File: src/core/sdi_mon_pkg.sv
// constants, field layout and carrier types of the receive status monitor
// assumes all status inputs come from logic on the receive user clock
package sdi_mon_pkg;

  localparam int ADDR_W = 4;
  localparam int DATA_W = 32;
  localparam int ERR_CNT_W = 16;
  localparam int FAIL_CODE_W = 4;

  // register byte offsets
  localparam logic [ADDR_W-1:0] OFS_STATUS = 4'h0;
  localparam logic [ADDR_W-1:0] OFS_PAYLOAD = 4'h4;
  localparam logic [ADDR_W-1:0] OFS_ERRCNT = 4'h8;
  localparam logic [ADDR_W-1:0] OFS_CONTROL = 4'hc;

  // status word fields
  localparam int ST_LOCKED = 0;
  localparam int ST_TYPE_LO = 1;
  localparam int ST_DONE = 3;
  localparam int ST_FAIL = 4;
  localparam int ST_ERR = 5;
  localparam int ST_PID_VALID = 6;
  localparam int ST_CODE_LO = 8;

  // control word fields, write one to act
  localparam int CTL_ERR_CLR = 0;
  localparam int CTL_RX_RST = 1;

  localparam logic [ERR_CNT_W-1:0] ERR_CNT_RST = 16'h0000;
  localparam logic [ERR_CNT_W-1:0] ERR_CNT_MAX = 16'hffff;
  localparam logic [DATA_W-1:0] RDATA_RST = 32'h0000_0000;

  localparam logic [1:0] RESP_OKAY = 2'h0;
  localparam logic [1:0] RESP_SLVERR = 2'h2;

  typedef enum logic [1:0] {
    MODE_HD = 2'h0,
    MODE_SD = 2'h1,
    MODE_3G = 2'h2
  } rx_mode_type;

  typedef enum logic [1:0] {
    TYPE_SD = 2'h0,
    TYPE_HD = 2'h1,
    TYPE_3GA = 2'h2,
    TYPE_3GB = 2'h3
  } sig_type_type;

  typedef struct packed {
    logic locked;
    rx_mode_type mode;
    logic level_b;
    logic change_busy;
    logic change_fail;
    logic [FAIL_CODE_W-1:0] fail_code;
  } rx_status_type;

  typedef struct packed {
    logic crc_err;
    logic edh_err;
    logic relock;
  } rx_events_type;

  typedef struct packed {
    logic valid;
    logic [31:0] bytes;
  } pid_type;

endpackage

File: src/core/err_account.sv
// sticky error flag and saturating error counter
// assumes error and relock inputs are one-cycle pulses on aclk
`timescale 1ns/1ps
module err_account (
  input wire logic aclk,
  input wire logic aresetn,
  input wire logic sd_mode,
  input wire sdi_mon_pkg::rx_events_type events,
  input wire logic clear_cmd,
  output logic err_flag,
  output logic [sdi_mon_pkg::ERR_CNT_W-1:0] err_count
);
  import sdi_mon_pkg::*;

  logic flag_q, flag_d;
  logic [ERR_CNT_W-1:0] cnt_q, cnt_d;
  logic hit;

  always_comb begin
    // sd counts edh errors, hd and 3g count line checksum errors
    hit = sd_mode ? events.edh_err : events.crc_err;
    flag_d = flag_q;
    if (clear_cmd) begin
      flag_d = 1'b0;
    end
    if (events.crc_err || events.edh_err) begin
      flag_d = 1'b1;
    end
    cnt_d = cnt_q;
    if (clear_cmd || events.relock) begin
      cnt_d = ERR_CNT_RST;
    end
    if (hit) begin
      // an error in the clearing cycle counts from zero
      if (clear_cmd || events.relock) begin
        cnt_d = ERR_CNT_RST + 16'h0001;
      end else if (cnt_q != ERR_CNT_MAX) begin
        cnt_d = cnt_q + 16'h0001;
      end
    end
  end

  always_ff @(posedge aclk) begin
    if (!aresetn) begin
      flag_q <= 1'b0;
      cnt_q <= ERR_CNT_RST;
    end else begin
      flag_q <= flag_d;
      cnt_q <= cnt_d;
    end
  end

  assign err_flag = flag_q;
  assign err_count = cnt_q;
endmodule

File: src/core/sdi_rx_status_monitor.sv
// receive status monitor with an axi4-lite register slave
// assumes datapath status, events and payload id share aclk; no synchronisers
`timescale 1ns/1ps
module sdi_rx_status_monitor (
  input wire logic aclk,
  input wire logic aresetn,
  input wire logic [sdi_mon_pkg::ADDR_W-1:0] s_axi_awaddr,
  input wire logic s_axi_awvalid,
  output logic s_axi_awready,
  input wire logic [sdi_mon_pkg::DATA_W-1:0] s_axi_wdata,
  input wire logic [3:0] s_axi_wstrb,
  input wire logic s_axi_wvalid,
  output logic s_axi_wready,
  output logic [1:0] s_axi_bresp,
  output logic s_axi_bvalid,
  input wire logic s_axi_bready,
  input wire logic [sdi_mon_pkg::ADDR_W-1:0] s_axi_araddr,
  input wire logic s_axi_arvalid,
  output logic s_axi_arready,
  output logic [sdi_mon_pkg::DATA_W-1:0] s_axi_rdata,
  output logic [1:0] s_axi_rresp,
  output logic s_axi_rvalid,
  input wire logic s_axi_rready,
  input wire sdi_mon_pkg::rx_status_type rx_status,
  input wire sdi_mon_pkg::rx_events_type rx_events,
  input wire sdi_mon_pkg::pid_type rx_pid,
  output logic rx_section_reset,
  output logic locked,
  output sdi_mon_pkg::sig_type_type sig_type,
  output logic change_done,
  output logic change_fail,
  output logic [sdi_mon_pkg::FAIL_CODE_W-1:0] fail_code,
  output logic err_flag,
  output logic [sdi_mon_pkg::ERR_CNT_W-1:0] err_count
);
  import sdi_mon_pkg::*;

  typedef enum logic [1:0] {
    WR_IDLE = 2'b01,
    WR_RESP = 2'b10
  } wr_state_type;

  function automatic sig_type_type type_of(input rx_mode_type mode, input logic level_b);
    sig_type_type t;
    t = TYPE_HD;
    if (mode == MODE_SD) begin
      t = TYPE_SD;
    end else if (mode == MODE_3G) begin
      // level b reports TYPE_3GB, level a reports TYPE_3GA
      t = level_b ? TYPE_3GB : TYPE_3GA;
    end
    return t;
  endfunction

  // ---- registered status view
  rx_status_type st_q, st_d;
  pid_type pid_q, pid_d;

  always_comb begin
    st_d = rx_status;
    pid_d = rx_pid;
  end

  always_ff @(posedge aclk) begin
    if (!aresetn) begin
      st_q <= '0;
      pid_q <= '0;
    end else begin
      st_q <= st_d;
      pid_q <= pid_d;
    end
  end

  assign locked = st_q.locked;
  assign sig_type = type_of(st_q.mode, st_q.level_b);
  // done reads low while out of reset only when a change is running
  assign change_done = !st_q.change_busy;
  assign change_fail = st_q.change_fail;
  assign fail_code = st_q.change_fail ? st_q.fail_code : '0;

  // ---- write channel
  wr_state_type wr_q, wr_d;
  logic aw_got_q, aw_got_d;
  logic w_got_q, w_got_d;
  logic [ADDR_W-1:0] awaddr_q, awaddr_d;
  logic [DATA_W-1:0] wdata_q, wdata_d;
  logic wstrb0_q, wstrb0_d;
  logic [1:0] bresp_q, bresp_d;
  logic clr_q, clr_d;
  logic rst_q, rst_d;
  logic do_write;
  logic [ADDR_W-1:0] wa;
  logic [DATA_W-1:0] wd;
  logic ws0;

  assign s_axi_awready = (wr_q == WR_IDLE) && !aw_got_q;
  assign s_axi_wready = (wr_q == WR_IDLE) && !w_got_q;

  always_comb begin
    wr_d = wr_q;
    aw_got_d = aw_got_q;
    w_got_d = w_got_q;
    awaddr_d = awaddr_q;
    wdata_d = wdata_q;
    wstrb0_d = wstrb0_q;
    bresp_d = bresp_q;
    clr_d = 1'b0;
    rst_d = 1'b0;
    wa = aw_got_q ? awaddr_q : s_axi_awaddr;
    wd = w_got_q ? wdata_q : s_axi_wdata;
    ws0 = w_got_q ? wstrb0_q : s_axi_wstrb[0];
    do_write = 1'b0;
    unique case (wr_q)
      WR_IDLE: begin
        if (s_axi_awvalid && s_axi_awready) begin
          aw_got_d = 1'b1;
          awaddr_d = s_axi_awaddr;
        end
        if (s_axi_wvalid && s_axi_wready) begin
          w_got_d = 1'b1;
          wdata_d = s_axi_wdata;
          wstrb0_d = s_axi_wstrb[0];
        end
        do_write = aw_got_d && w_got_d;
        if (do_write) begin
          aw_got_d = 1'b0;
          w_got_d = 1'b0;
          wr_d = WR_RESP;
          bresp_d = RESP_SLVERR;
          if ({wa[ADDR_W-1:2], 2'b00} == OFS_CONTROL) begin
            bresp_d = RESP_OKAY;
            clr_d = ws0 && wd[CTL_ERR_CLR];
            rst_d = ws0 && wd[CTL_RX_RST];
          end else if ({wa[ADDR_W-1:2], 2'b00} == OFS_STATUS
              || {wa[ADDR_W-1:2], 2'b00} == OFS_PAYLOAD
              || {wa[ADDR_W-1:2], 2'b00} == OFS_ERRCNT) begin
            // read-only words ignore writes
            bresp_d = RESP_OKAY;
          end
        end
      end
      WR_RESP: begin
        if (s_axi_bready) begin
          wr_d = WR_IDLE;
        end
      end
    endcase
  end

  always_ff @(posedge aclk) begin
    if (!aresetn) begin
      wr_q <= WR_IDLE;
      aw_got_q <= 1'b0;
      w_got_q <= 1'b0;
      awaddr_q <= '0;
      wdata_q <= '0;
      wstrb0_q <= 1'b0;
      bresp_q <= RESP_OKAY;
      clr_q <= 1'b0;
      rst_q <= 1'b0;
    end else begin
      wr_q <= wr_d;
      aw_got_q <= aw_got_d;
      w_got_q <= w_got_d;
      awaddr_q <= awaddr_d;
      wdata_q <= wdata_d;
      wstrb0_q <= wstrb0_d;
      bresp_q <= bresp_d;
      clr_q <= clr_d;
      rst_q <= rst_d;
    end
  end

  assign s_axi_bvalid = (wr_q == WR_RESP);
  assign s_axi_bresp = bresp_q;
  // one-cycle pulse toward the receive section of the transceiver only
  assign rx_section_reset = rst_q;

  // ---- error accounting
  err_account u_err (
    .aclk(aclk),
    .aresetn(aresetn),
    .sd_mode(rx_status.mode == MODE_SD),
    .events(rx_events),
    .clear_cmd(clr_q),
    .err_flag(err_flag),
    .err_count(err_count)
  );

  // ---- read channel
  logic rvalid_q, rvalid_d;
  logic [DATA_W-1:0] rdata_q, rdata_d;
  logic [1:0] rresp_q, rresp_d;
  logic [DATA_W-1:0] status_word;

  always_comb begin
    status_word = '0;
    status_word[ST_LOCKED] = locked;
    status_word[ST_TYPE_LO +: 2] = sig_type;
    status_word[ST_DONE] = change_done;
    status_word[ST_FAIL] = change_fail;
    status_word[ST_ERR] = err_flag;
    status_word[ST_PID_VALID] = pid_q.valid;
    status_word[ST_CODE_LO +: FAIL_CODE_W] = fail_code;
  end

  assign s_axi_arready = !rvalid_q;

  always_comb begin
    rvalid_d = rvalid_q;
    rdata_d = rdata_q;
    rresp_d = rresp_q;
    if (rvalid_q && s_axi_rready) begin
      rvalid_d = 1'b0;
    end
    if (s_axi_arvalid && s_axi_arready) begin
      rvalid_d = 1'b1;
      rresp_d = RESP_OKAY;
      unique case ({s_axi_araddr[ADDR_W-1:2], 2'b00})
        OFS_STATUS: rdata_d = status_word;
        OFS_PAYLOAD: rdata_d = pid_q.bytes;
        OFS_ERRCNT: rdata_d = {{(DATA_W-ERR_CNT_W){1'b0}}, err_count};
        OFS_CONTROL: rdata_d = RDATA_RST;
        default: begin
          rdata_d = RDATA_RST;
          rresp_d = RESP_SLVERR;
        end
      endcase
    end
  end

  always_ff @(posedge aclk) begin
    if (!aresetn) begin
      rvalid_q <= 1'b0;
      rdata_q <= RDATA_RST;
      rresp_q <= RESP_OKAY;
    end else begin
      rvalid_q <= rvalid_d;
      rdata_q <= rdata_d;
      rresp_q <= rresp_d;
    end
  end

  assign s_axi_rvalid = rvalid_q;
  assign s_axi_rdata = rdata_q;
  assign s_axi_rresp = rresp_q;
endmodule

File: config.mk
export PLATFORM = sky130hd
export DESIGN_NAME = sdi_rx_status_monitor
export DESIGN_NICKNAME = d
export VERILOG_FILES = /design/src/core/sdi_mon_pkg.sv /design/src/core/err_account.sv /design/src/core/sdi_rx_status_monitor.sv
export SDC_FILE = /design/constraint.sdc
export NUM_CORES = 1
export LEC_CHECK = 0
export BUFFER_PORTS_ARGS = -buffer_cell sky130_fd_sc_hd__buf_2
export CELL_PAD_IN_SITES_DETAIL_PLACEMENT = 1
export CELL_PAD_IN_SITES_GLOBAL_PLACEMENT = 1
export CORE_MARGIN = 2
export CORE_UTILIZATION = 33
export CTS_BUF_LIST = sky130_fd_sc_hd__clkbuf_8
export CTS_CLUSTER_DIAMETER = 50
export CTS_CLUSTER_SIZE = 30
export DETAILED_ROUTE_END_ITERATION = 16
export PLACE_DENSITY_LB_ADDON = 0.1
export SLEW_MARGIN = 25
export SYNTH_ARGS = -nofsm -noshare
export SYNTH_HDL_FRONTEND = slang
export SYNTH_SLANG_ARGS = --single-unit
File: constraint.sdc
create_clock -name aclk -period 1.5 [get_ports aclk]
set_input_delay 0.45 -clock aclk [delete_from_list [all_inputs] [get_ports aclk]]
set_output_delay 0.45 -clock aclk [all_outputs]
set_load 0.005 [all_outputs]
Word-level counts from Yosys, hierarchy flattened
Cells that the tools add are included.
Storage, ports and cells
  flip-flop bits (word level): 108
  latch bits: 0
  memory bits (writable): 0
  ROM bits: 0
  input bits: 97
  output and inout bits: 68
  logic and storage cells: 90
  memories: 0
Cells by class
  add/sub/neg operators: 1
  $mul: 0
  divide/modulo/power cells: 0
  $lt $le $gt $ge: 0
  equality and inequality tests: 14
  shift-type cells: 0
  mux-type cells: 28
  bitwise logic cells: 0
  reductions and logical operators: 26
Operators by type and width (count)
  $pmux W32 S4: 1
  $mux W16: 4
  $add A16 B1 Y16 const B: 1
  $ne A16 B16 Y1 const B: 1
  $mux W2: 7
  $mux W1: 13
  $eq A2 B2 Y1 const B: 6
  $eq A2 B1 Y1 const B: 5
  $logic_and A1 B1 Y1: 9
  $mux W4: 2
  $reduce_and A2 Y1: 4
  $logic_not A1 Y1: 4
  $logic_not A2 Y1: 2
  $logic_or A1 B1 Y1: 4
  $ne A2 B1 Y1 const B: 2
  $pmux W2 S2: 1
  $reduce_and A4 Y1: 1
  $reduce_bool A2 Y1: 2

Logic depth before layout (Yosys ltp)
Gate-level depths: netlist (run 1).
  depth in word-level cells: 8
  mapped depth: 8
  depth with buffers taken out: 5

By module
A second synthesis (run 1) with hierarchy kept.
Second synthesis, totals
  cells, all modules: 425
  area, all modules: 4194.0 µm²
Modules (own cells, without submodules)
  sdi_rx_status_monitor: times used 1, cells each 317, area each 3235.6 µm², sequential area each 1761.7 µm²
  err_account: times used 1, cells each 108, area each 958.4 µm², sequential area each 340.3 µm²

Worst setup path before layout (run 1)
OpenSTA, ideal clock, no wires.
  kind: reg2reg
  start point: register u_err.cnt_q[0], in the netlist u_err.err_count[0]
  end point: register u_err.cnt_q[0], in the netlist u_err.err_count[0]
  setup time: 0.116 ns
  arrival: 1.536 ns
  required time: 1.384 ns
  setup slack: -0.151 ns
  stages on the path, launching flop included: 7
  path buffers: 1
  clock period less this slack: 1.651 ns
  path through: dfxtp_1 > ha_1 > nand3_1 > nor4_4 > buf_6 > o21ai_1 > a31o_1
On the way
  longest elaborated chain between the ends: 4
  elaborated cells between the ends (all ways): 6
  classes of those cells: add/sub: 1; eq/ne: 1; mux: 4
RTL lines
  start, declared: RTL line err_account.sv:16  | logic [ERR_CNT_W-1:0] cnt_q, cnt_d;
  start signal, assigned: RTL line err_account.sv:49  | cnt_q <= cnt_d;
  $add A16 B1 Y16, or another cell as far along: RTL line err_account.sv:38  | cnt_d = cnt_q + 16'h0001;
  $mux W16: RTL line err_account.sv:37  | end else if (cnt_q != ERR_CNT_MAX) begin
  $mux W16: RTL line err_account.sv:35  | if (clear_cmd || events.relock) begin
  $mux W16 *: RTL line err_account.sv:33  | if (hit) begin
Mark *: on every way between the ends. The rest lies on a longest branch, timed or not.
A chain may end at the register's enable or synchronous reset.

Worst setup path in the final report (run 1)
  start point: register u_err.cnt_q[0], in the netlist u_err.err_count[0]
  end point: register u_err.cnt_q[7], in the netlist u_err.err_count[7]
On the way
  longest elaborated chain between the ends: 4
  elaborated cells between the ends (all ways): 5
  classes of those cells: add/sub: 1; eq/ne: 1; mux: 3
RTL lines (RTL line)
  $add A16 B1 Y16 / $ne A16 B16 Y1 (equally long branches): err_account.sv:38, err_account.sv:37
  $mux W16 *: err_account.sv:37
  $mux W16 *: err_account.sv:35
  $mux W16 *: err_account.sv:33
Marked as above.

==> results.py, run 1 <==
metrics = {
    "placement": {
        "hpwl_um": 9170,
        "pre_cts_ws_ns": -0.306,
        "placed_area_um2": 5360,
        "portBuffers": 124,
        "place_congestion": 0.782,
    },
    "synth": {
        "synthesis.area_um2": 4180,
        "ys_ff_latch": 105,
        "syn-instance-count": 425,
        "synth_edf_count": 0,
        "yosys_warnings": 0,
        "seq_area_frac_synth": 0.503,
        "synth_cell_types": 55,
        "synth_top_area_share": 0.503,
        "synth_largest_area_cell": "dfxtp_1",
        "ys_top_cells_by_count": "dfxtp_1 (105), and2_1 (49), nor2b_1 (28)",
        "synth.area.top_cells": "dfxtp_1 (50%), and2_1 (7.3%), mux2i_1 (4.3%)",
        "yosysMostFrequentCell": "dfxtp_1",
        "syn_area_per_cell_um2": 9.83,
        "async_flop_share": 0,
        "synth_ff_type": "dfxtp_1",
    },
    "setup_path": {
        "worstSetupPathType": "reg -> reg",
        "path_max_fanout": 6,
        "worstPathArrival_ns": 1.87,
        "required_ns": 1.81,
        "cp-start-kind": "register",
        "cp-end-kind": "register",
    },
    "min_path": {
        "min_path_type": "in -> reg",
    },
    "detailed_routing": {
        "initialDrtViolationCount": 122,
        "drtAntennaViolNets": 0,
        "wl_um": 12900,
        "route.detailed.drc": 0,
        "route.vias.total": 3801,
        "detail_route.wl_per_cell_um": 16.6,
        "drt-pass1-iter-count": 4,
        "viasPerCell": 4.88,
    },
    "status": {
        "violations": "setup timing",
        "status": "finished with violations",
    },
    "clock_network": {
        "path_clk_slew_ns": 0.11,
        "clockBufferDepth": 2,
        "clk_latency_ns": 0.37,
        "clock_sinks": 105,
        "cts_tree": "built",
        "clockRootBuffer": "clkbuf_8",
        "numCtsBuffers": 9,
        "h-tree-depth": 3,
    },
    "global_route": {
        "grt_max_degree": 46,
        "grt_pass1_vias": 3988,
        "antenna_found_initial": 0,
        "grt.total_usage": 0.190,
        "grt_first_pass_wirelength_um": 19900,
        "grt_overflow_total": 0,
    },
    "floorplanning": {
        "start_util": 0.335,
        "core_area_um2": 12500,
        "die_h_um": 117,
        "rows": 41,
        "fp.dieW_um": 117,
        "io_pins": 165,
        "die-area_um2": 13600,
    },
    "sta": {
        "worst_clock_skew_ns": 0.00948,
        "fmax_mhz": 642,
        "setup_viol": 13,
        "fin_crit_sh": 1.04,
        "rsz0062_at_grt": "true",
        "fin_crit_ns": 1.56,
        "fin_ws_ns": -0.0580,
        "hold_viol": 0,
        "slew_violations": 0,
        "fin_tns_setup_ns": -0.392,
        "timing.hold.ws_ns": 0.271,
    },
    "finish": {
        "final_area_um2": 6020,
        "area_growth_pct": 44.0,
        "drive_above_1_share": 0.463,
        "diodes": 0,
        "nets": 701,
    },
    "power_and_ir_drop": {
        "p_sw_mw": 1.47,
        "switching_share": 0.256,
        "p_int_mw": 4.27,
        "power-per-cell-area_nw_per_um2": 954,
        "power_frac_comb": 0.137,
        "pwr-share-clk": 0.341,
        "p_leak_nw": 2.65,
        "vdd.ir_drop.worst_mv": 0.343,
        "power_frac_seq": 0.522,
    },
    "flow_run": {
        "maxCapViolations": 0,
    },
}
registers in the layout, indices dropped and copies added (netlist names), 2 cells and up:
register / count
awaddr_q: 2
s_axi_rdata: 32
wdata_q: 2
wr_q: 2
u_err.err_count: 16
pid_q: 33
st_q: 8
worst max-delay path: stages, from the launching register on:
cell and delay [ns]:
dfxtp_2 0.37, buf_6 0.13, and4_4 0.25, nand4_1 0.14
or4_1 0.48, a21oi_1 0.12
cells by family after synthesis:
| kind of cell | share of synthesized area |
|---|---|
| and+or+nand+nor | 0.258 |
| DFF | 0.503 |
| AOI/OAI and AO/OA | 0.150 |
| buffers and inverters | 0.0386 |
| muxes | 0.0458 |
| adders and majority gates | 0.00299 |
| other | 0.000897 |
layout make-up:
type / instances / area, um^2
multi-input cells: 286 / 2160
repair buffers: 196 / 1260
flip-flops and latches: 105 / 2150
inverters: 5 / 18.8
clock inverters: 6 / 91.3
well taps: 172 / 215
fillers: 1468 / 6450
clock buffers: 9 / 124
cell usage in the layout (no fill, tap or decap), types with 4 or more instances in the layout:
cell      instances
nand2_1          23
dfxtp_1          83
or4_4             4
nand3b_1          4
a21oi_2           5
o31ai_1           5
buf_4            55
dfxtp_4           7
o211a_1           7
a211oi_1          4
or4_1             5
buf_6            18
o21ai_0           4
a22oi_1          16
a21oi_1          13
clkbuf_8          9
a221oi_1          5
o211ai_1          6
nor3b_1           9
buf_2           121
nand3_1           7
nor2_1           18
nor2b_1          26
dfxtp_2          15
mux2i_1          18
and2_1           45
inv_1             5
repair_timing:
item                                    4_1_cts  5_1_grt
endpoints found under the setup margin       33       54
gates cloned                                  2        0
setup buffers                                10        4
hold buffers                                  0        0
resized for setup                            42       52
pin swaps                                    10       12
power groups by stage:
| stage | Combinational, mW | Sequential (mW) | Clock, mW |
|---|---|---|---|
| floorplan | 0.367 | 3.05 | 0 |
| global placement | 0.662 | 3.05 | 0 |
| detailed placement | 0.684 | 3.06 | 0 |
| CTS | 0.758 | 3.00 | 2.02 |
| global route | 0.870 | 3.02 | 2.12 |
| finish | 0.787 | 3.00 | 1.96 |
per-layer routing:
| metal | vias up | track usage | share of wire |
|---|---|---|---|
| li1 | 1862 | - | - |
| met1 | 1833 | 0.234 | 0.44 |
| met2 | 94 | 0.332 | 0.50 |
| met3 | 12 | 0.0358 | 0.044 |
| met4 | 0 | 0.0706 | 0.015 |
| met5 | - | 0 | 0 |
per-stage QoR:
step | util | cells | total power, mW
after floorplan | - | 427 | 3.41
after CTS | 0.464 | 775 | 5.78
after global placement | 0.430 | 748 | 3.71
after detailed placement | 0.430 | 748 | 3.74
final | 0.483 | 779 | 5.74
after global routing | 0.483 | 779 | 6.00
path summary, 6_finish.rpt:
path                                                    start                             to  slack [ns]  depth (start not counted)
worst min register to register    s_axi_bresp[1]$_SDFFE_PN0P_    s_axi_bresp[1]$_SDFFE_PN0P_        0.45                          1
worst min-delay path                               rx_pid[24]           pid_q[24]$_SDFF_PN0_        0.27                          2
worst max register to register  u_err.err_count[0]$_SDFF_PN0_  u_err.err_count[7]$_SDFF_PN0_       -0.06                          5
worst max-delay path            u_err.err_count[0]$_SDFF_PN0_  u_err.err_count[7]$_SDFF_PN0_       -0.06                          5
Note: power is estimated with default switching activity, not from simulation.
==> run 2, diff against run 1 <==
--- a/config.mk
+++ b/config.mk
@@ -15,6 +15,7 @@
 export CTS_CLUSTER_SIZE = 30
 export DETAILED_ROUTE_END_ITERATION = 16
 export PLACE_DENSITY_LB_ADDON = 0.1
+export REMOVE_ABC_BUFFERS = 1
 export SLEW_MARGIN = 25
 export SYNTH_ARGS = -nofsm -noshare
 export SYNTH_HDL_FRONTEND = slang
==> constraint.sdc (replaced) <==
create_clock -name aclk -period 1.5 [get_ports aclk]
set_input_delay 0.15 -clock aclk [delete_from_list [all_inputs] [get_ports aclk]]
set_output_delay 0.15 -clock aclk [all_outputs]
set_load 0.005 [all_outputs]
==> run 2 against run 1 <==
Net effect:
- the run still ends with setup timing left
- clock skew about the same
- fmax rose by 0.56%
- core utilization grew 1.4 points
- design area grew 3.0%
- non-clock buffer count rose by 33
- die area unchanged
- power is 2.0% lower
- largest power group unchanged
==> results.py, run 2 (synthesized netlist as in run 1, its figures left out) <==
metrics = {
    "finish": {
        "fill_cells": 1446,
        "area_growth_pct": 48.3,
        "drive_above_1_share": 0.390,
        "largest_reg_flops": 33,
        "final_common_cell": "buf_2",
        "nets": 734,
        "diodes": 0,
        "regMostFlops": "pid_q",
        "final_area_um2": 6200,
        "layout_common_cells": "buf_2 (125), dfxtp_1 (90), buf_4 (53)",
    },
    "floorplanning": {
        "io_pins": 165,
        "die_h_um": 117,
        "rows": 41,
        "core_area_um2": 12500,
        "start_util": 0.335,
        "fp.dieW_um": 117,
        "die-area_um2": 13600,
    },
    "global_route": {
        "grt.total_usage": 0.190,
        "antenna_found_initial": 0,
        "grt_overflow_total": 0,
        "grt_first_pass_wirelength_um": 19800,
        "grt_max_degree": 31,
        "grt_pass1_vias": 3973,
    },
    "clock_network": {
        "numCtsBuffers": 9,
        "h-tree-depth": 3,
        "clock_sinks": 105,
        "cts_tree": "built",
        "clk_latency_ns": 0.39,
        "path_clk_slew_ns": 0.11,
        "clockBufferDepth": 2,
        "clockRootBuffer": "clkbuf_8",
    },
    "sta": {
        "timing.hold.ws_ns": 0.0214,
        "fin_crit_ns": 1.55,
        "setup_viol": 6,
        "fmax_mhz": 645,
        "fin_tns_setup_ns": -0.135,
        "rsz0062_at_grt": "true",
        "hold_viol": 0,
        "worst_clock_skew_ns": 0.00967,
        "slew_violations": 0,
        "fin_crit_sh": 1.03,
        "fin_ws_ns": -0.0494,
    },
    "setup_path": {
        "slowest_delay_ns": 0.52,
        "critPathCapture": "u_err.err_count[14]$_SDFF_PN0_",
        "crit_path_top_delay_cell": "or4_4",
        "reg2reg_depth": 5,
        "required_ns": 1.82,
        "path_cells": "ha_4 -> and3_4 -> o211ai_4 -> or4_4 -> a21oi_2",
        "cp-start-kind": "register",
        "path_max_fanout": 4,
        "r2r-end": "u_err.err_count[14]$_SDFF_PN0_",
        "cp-startpoint": "u_err.err_count[0]$_SDFF_PN0_",
        "path_delay_family": "simple AND/OR/NAND/NOR gates",
        "r2r_setup_slack_ns": -0.05,
        "cp-end-kind": "register",
        "worstPathArrival_ns": 1.87,
        "r2r-start": "u_err.err_count[0]$_SDFF_PN0_",
        "cp.depth": 5,
        "worstSetupPathType": "reg -> reg",
        "path_buf_inv": 0,
    },
    "detailed_routing": {
        "viasPerCell": 4.77,
        "wl_um": 12500,
        "drt-pass1-iter-count": 4,
        "route.vias.total": 3878,
        "drtAntennaViolNets": 0,
        "detail_route.wl_per_cell_um": 15.4,
        "route.detailed.drc": 0,
        "initialDrtViolationCount": 105,
    },
    "power_and_ir_drop": {
        "power-per-cell-area_nw_per_um2": 908,
        "totalPowerFinal_mw": 5.63,
        "vdd.ir_drop.worst_mv": 0.648,
        "p_leak_nw": 2.72,
    },
    "min_path": {
        "min_path_type": "in -> reg",
        "hold_start": "s_axi_wdata[1]",
    },
    "status": {
        "violations": "setup timing",
        "status": "finished with violations",
    },
    "placement": {
        "placed_area_um2": 5250,
        "place_congestion": 0.769,
        "pre_cts_ws_ns": -0.253,
        "portBuffers": 124,
        "hpwl_um": 8660,
    },
    "flow_run": {
        "maxCapViolations": 0,
    },
}
## run 2: worst min path at each step
stage	endpoint	slack (ns)	cells after the start
after floorplan	wr_q[0]$_SDFFE_PN1P_	0.25	1
after global placement	pid_q[19]$_SDFF_PN0_	0.36	2
after detailed placement	pid_q[6]$_SDFF_PN0_	0.36	2
after CTS	st_q[7]$_SDFF_PN0_	0.001	2
after global routing	st_q[7]$_SDFF_PN0_	0.0008	2
final	rx_section_reset$_SDFF_PN0_	0.02	3
## run 2: report_power, final
group / internal (mW) / switching (mW) / leakage, nW / total [mW]
Sequential: 2.92 / 0.0703 / 0.872 / 2.99
Clock: 0.807 / 1.07 / 0.105 / 1.88
Combinational: 0.413 / 0.350 / 1.75 / 0.764
## run 2: worst register-to-register path, cell delays in order (launching register included)
cell and delay [ns]:
dfxtp_4 0.38, ha_4 0.16, and3_4 0.22, o211ai_4 0.09, or4_4 0.52, a21oi_2 0.12
## run 2: what timing repair did
action                                 CTS  global route
gates cloned                             1             0
pin swaps                               14            10
setup endpoints to repair               16            17
endpoints found under the hold margin   44             0
buffers inserted                         9             3
hold buffers                            45             0
resized for setup                       28            26
## run 2: through the flow
| step | utilization | std cells |
|---|---|---|
| after global placement | 0.421 | 739 |
| after floorplan | - | 396 |
| after CTS | 0.488 | 810 |
| final | 0.497 | 813 |
| after global routing | 0.497 | 813 |
| after detailed placement | 0.421 | 739 |
## run 2: layout make-up
type,count,area [um^2],share of cell area
sequential,105,2130,0.343
multi-input combinational,286,2080,0.335
timing repair buffer,229,1550,0.250
tap,172,215,0.0347
clock buffer,9,124,0.0200
clock inverter,7,85.1,0.0137
inverter,5,18.8,0.00303
## run 2: metal layers
metal / vias up / GRT usage / routed length, um
met1: 1877 / 0.215 / 5210
li1: 1924 / - / -
met2: 70 / 0.347 / 6590
met4: 0 / 0.0400 / 97
met5: - / 0 / 0
met3: 7 / 0.0649 / 625
==> run 3, diff against run 2 <==
--- a/config.mk
+++ b/config.mk
@@ -19,4 +19,5 @@
 export SLEW_MARGIN = 25
 export SYNTH_ARGS = -nofsm -noshare
 export SYNTH_HDL_FRONTEND = slang
+export SYNTH_HIERARCHICAL = 1
 export SYNTH_SLANG_ARGS = --single-unit
==> run 3 against run 2 <==
Net effect:
- the run still ends with setup timing left
- via count increased by 0.34%
- critical path type unchanged
- highest routed layer unchanged
- register-to-register slack about the same
- fmax decreased by 0.67%
==> results.py, run 3 <==
metrics = {
    "synth": {
        "synth_cell_types": 56,
        "synth.area.top_cells": "dfxtp_1 (50%), and2_1 (7.5%), nor2b_1 (3.9%)",
        "yosysMostFrequentCell": "dfxtp_1",
        "synth_largest_area_cell": "dfxtp_1",
        "ys_ff_latch": 105,
        "synth_top_area_share": 0.501,
        "synth_edf_count": 0,
        "seq_area_frac_synth": 0.501,
        "syn_area_per_cell_um2": 9.87,
        "synthesis.area_um2": 4190,
        "syn-instance-count": 425,
        "ys_top_cells_by_count": "dfxtp_1 (105), and2_1 (50), a21oi_1 (30)",
        "yosys_warnings": 6,
        "synth_ff_type": "dfxtp_1",
        "async_flop_share": 0,
    },
    "clock_network": {
        "h-tree-depth": 3,
        "path_clk_slew_ns": 0.10,
        "clockBufferDepth": 2,
        "clk_latency_ns": 0.38,
        "clockRootBuffer": "clkbuf_8",
        "cts_tree": "built",
        "clock_sinks": 105,
        "numCtsBuffers": 9,
    },
    "detailed_routing": {
        "drtAntennaViolNets": 0,
        "detail_route.wl_per_cell_um": 15.2,
        "viasPerCell": 4.80,
        "route.vias.total": 3891,
        "drt-pass1-iter-count": 4,
        "wl_um": 12300,
        "initialDrtViolationCount": 111,
        "route.detailed.drc": 0,
    },
    "power_and_ir_drop": {
        "power_frac_seq": 0.542,
        "vdd.ir_drop.worst_mv": 0.654,
        "p_leak_nw": 2.65,
        "power-per-cell-area_nw_per_um2": 903,
        "pwr-share-clk": 0.333,
        "switching_share": 0.252,
        "p_sw_mw": 1.39,
        "power_frac_comb": 0.125,
        "totalPowerFinal_mw": 5.50,
        "p_int_mw": 4.12,
    },
    "placement": {
        "portBuffers": 124,
        "hpwl_um": 8620,
        "place_congestion": 0.817,
    },
    "flow_run": {
        "maxCapViolations": 0,
    },
    "global_route": {
        "grt_pass1_vias": 3978,
        "grt_max_degree": 33,
        "grt_first_pass_wirelength_um": 19800,
        "grt_overflow_total": 0,
        "antenna_found_initial": 0,
        "grt.total_usage": 0.188,
    },
    "setup_path": {
        "worstPathArrival_ns": 1.88,
        "worstSetupPathType": "reg -> reg",
        "r2r_setup_slack_ns": -0.06,
        "required_ns": 1.82,
        "path_max_fanout": 7,
        "cp-start-kind": "register",
        "reg2reg_depth": 5,
        "cp-end-kind": "register",
        "r2r-start": "u_err/err_count[0]$_SDFF_PN0_",
        "r2r-end": "u_err/err_count[5]$_SDFF_PN0_",
    },
    "finish": {
        "nets": 732,
        "drive_above_1_share": 0.366,
        "layout_common_cells": "buf_2 (124), dfxtp_1 (90), and2_1 (49)",
        "area_growth_pct": 45.3,
        "diodes": 0,
        "largest_reg_flops": 33,
        "regMostFlops": "pid_q",
        "final_common_cell": "buf_2",
    },
    "floorplanning": {
        "start_util": 0.335,
        "io_pins": 165,
        "rows": 41,
        "fp.dieW_um": 117,
        "core_area_um2": 12500,
        "die_h_um": 117,
        "die-area_um2": 13600,
    },
    "sta": {
        "fmax_mhz": 641,
        "slew_headroom": 0.552,
        "rsz0062_at_grt": "true",
        "fin_ws_ns": -0.0599,
        "worst_clock_skew_ns": 0.0105,
        "slew_violations": 0,
        "fin_crit_sh": 1.04,
        "setup_viol": 6,
        "hold_viol": 0,
        "fin_crit_ns": 1.56,
        "fin_tns_setup_ns": -0.233,
        "worst_pin_slew_ns": 0.653,
    },
    "min_path": {
        "hold_depth": 3,
        "holdPathEnd": "awaddr_q[3]$_SDFFE_PN0P_",
        "min_path_type": "in -> reg",
        "hold_start": "s_axi_awaddr[3]",
    },
    "status": {
        "violations": "setup timing",
        "status": "finished with violations",
    },
}
[run 3: changes by cell type in the layout (fill, tap and decap cells not counted), sizes merged, moves of 5 or more]
cell,delta
mux2i,-5
a21oi,+13
nor3b,-9
buf,-10
o211a,-5
nor2,-13
o21ai,+12
a32oi,+5
a21o,+5
[run 3: worst max-delay path: stages (launching register included)]
cell and delay [ns]:
dfxtp_4 0.37, ha_4 0.17, and3_4 0.14, and4_4 0.21, or4_4 0.48, a21oi_2 0.12
[run 3: power groups by stage]
stage	registers, mW	clock network (mW)	logic, mW
6_report	2.98	1.83	0.690
5_1_grt	3.00	2.03	0.761
4_1_cts	2.98	1.91	0.691
3_5_place_dp	3.04	0	0.581
3_3_place_gp	3.04	0	0.569
2_1_floorplan	3.03	0	0.281
[run 3: layer usage]
layer  vias up  track usage  share of wire
met2        81        0.323           0.50
met5         -            0              0
li1       1923            -              -
met4         0       0.0541          0.012
met3        11       0.0623          0.051
met1      1876        0.224           0.44
[run 3: layout make-up]
| cell class | count | area [um^2] |
|---|---|---|
| multi-input combinational | 291 | 2030 |
| fill | 1478 | 6420 |
| sequential | 105 | 2120 |
| timing repair buffer | 222 | 1500 |
| clock buffer | 10 | 138 |
| clock inverter | 6 | 66.3 |
| inverter | 5 | 18.8 |
| tap | 172 | 215 |
[run 3: worst max path at each step]
stage,start,to,slack [ns],cells after the start
finish,u_err/err_count[0]$_SDFF_PN0_,u_err/err_count[5]$_SDFF_PN0_,-0.06,5
global route,u_err/err_count[0]$_SDFF_PN0_,u_err/err_count[13]$_SDFF_PN0_,-0.13,5
CTS,u_err/err_count[1]$_SDFF_PN0_,u_err/err_count[5]$_SDFF_PN0_,-0.06,5
detailed placement,u_err/err_count[0]$_SDFF_PN0_,u_err/err_count[13]$_SDFF_PN0_,-0.15,5
global placement,u_err/err_count[0]$_SDFF_PN0_,u_err/err_count[13]$_SDFF_PN0_,-0.11,5
floorplan,u_err/err_count[0]$_SDFF_PN0_,u_err/err_count[13]$_SDFF_PN0_,-0.14,5
[run 3: metrics by stage]
stage | hold WS [ns] | utilization | setup WS, ns | cells | instance area [um^2]
final | 0.0283 | 0.487 | -0.0599 | 811 | 6090
after global routing | 0.0143 | 0.487 | -0.126 | 811 | 6090
after detailed placement | 0.361 | 0.417 | -0.148 | 739 | 5220
after floorplan | 0.222 | - | -0.142 | 401 | 4060
after global placement | 0.356 | 0.417 | -0.110 | 739 | 5220
after CTS | 0.00139 | 0.480 | -0.0583 | 809 | 6000
[run 3: kinds of logic (layout without fill, tap and decap cells)]
group	after synthesis	count (layout)	synth area share
AND/OR/NAND/NOR	165	165	0.249
multiplexers	15	15	0.0373
other	1	3	0.000894
adder cells (fa/ha/maj)	1	1	0.00298
AO/OA/AOI/OAI	107	107	0.169
flip-flops	105	105	0.501
buffers and inverters	31	243	0.0388
[run 3: timing repair]
action                                  in CTS  in global routing
pin swaps                                   13                  5
resized for setup                           13                 27
hold endpoints to repair                    46                  0
endpoints found under the setup margin      14                 17
hold buffers                                48                  0
setup buffers                                6                  2
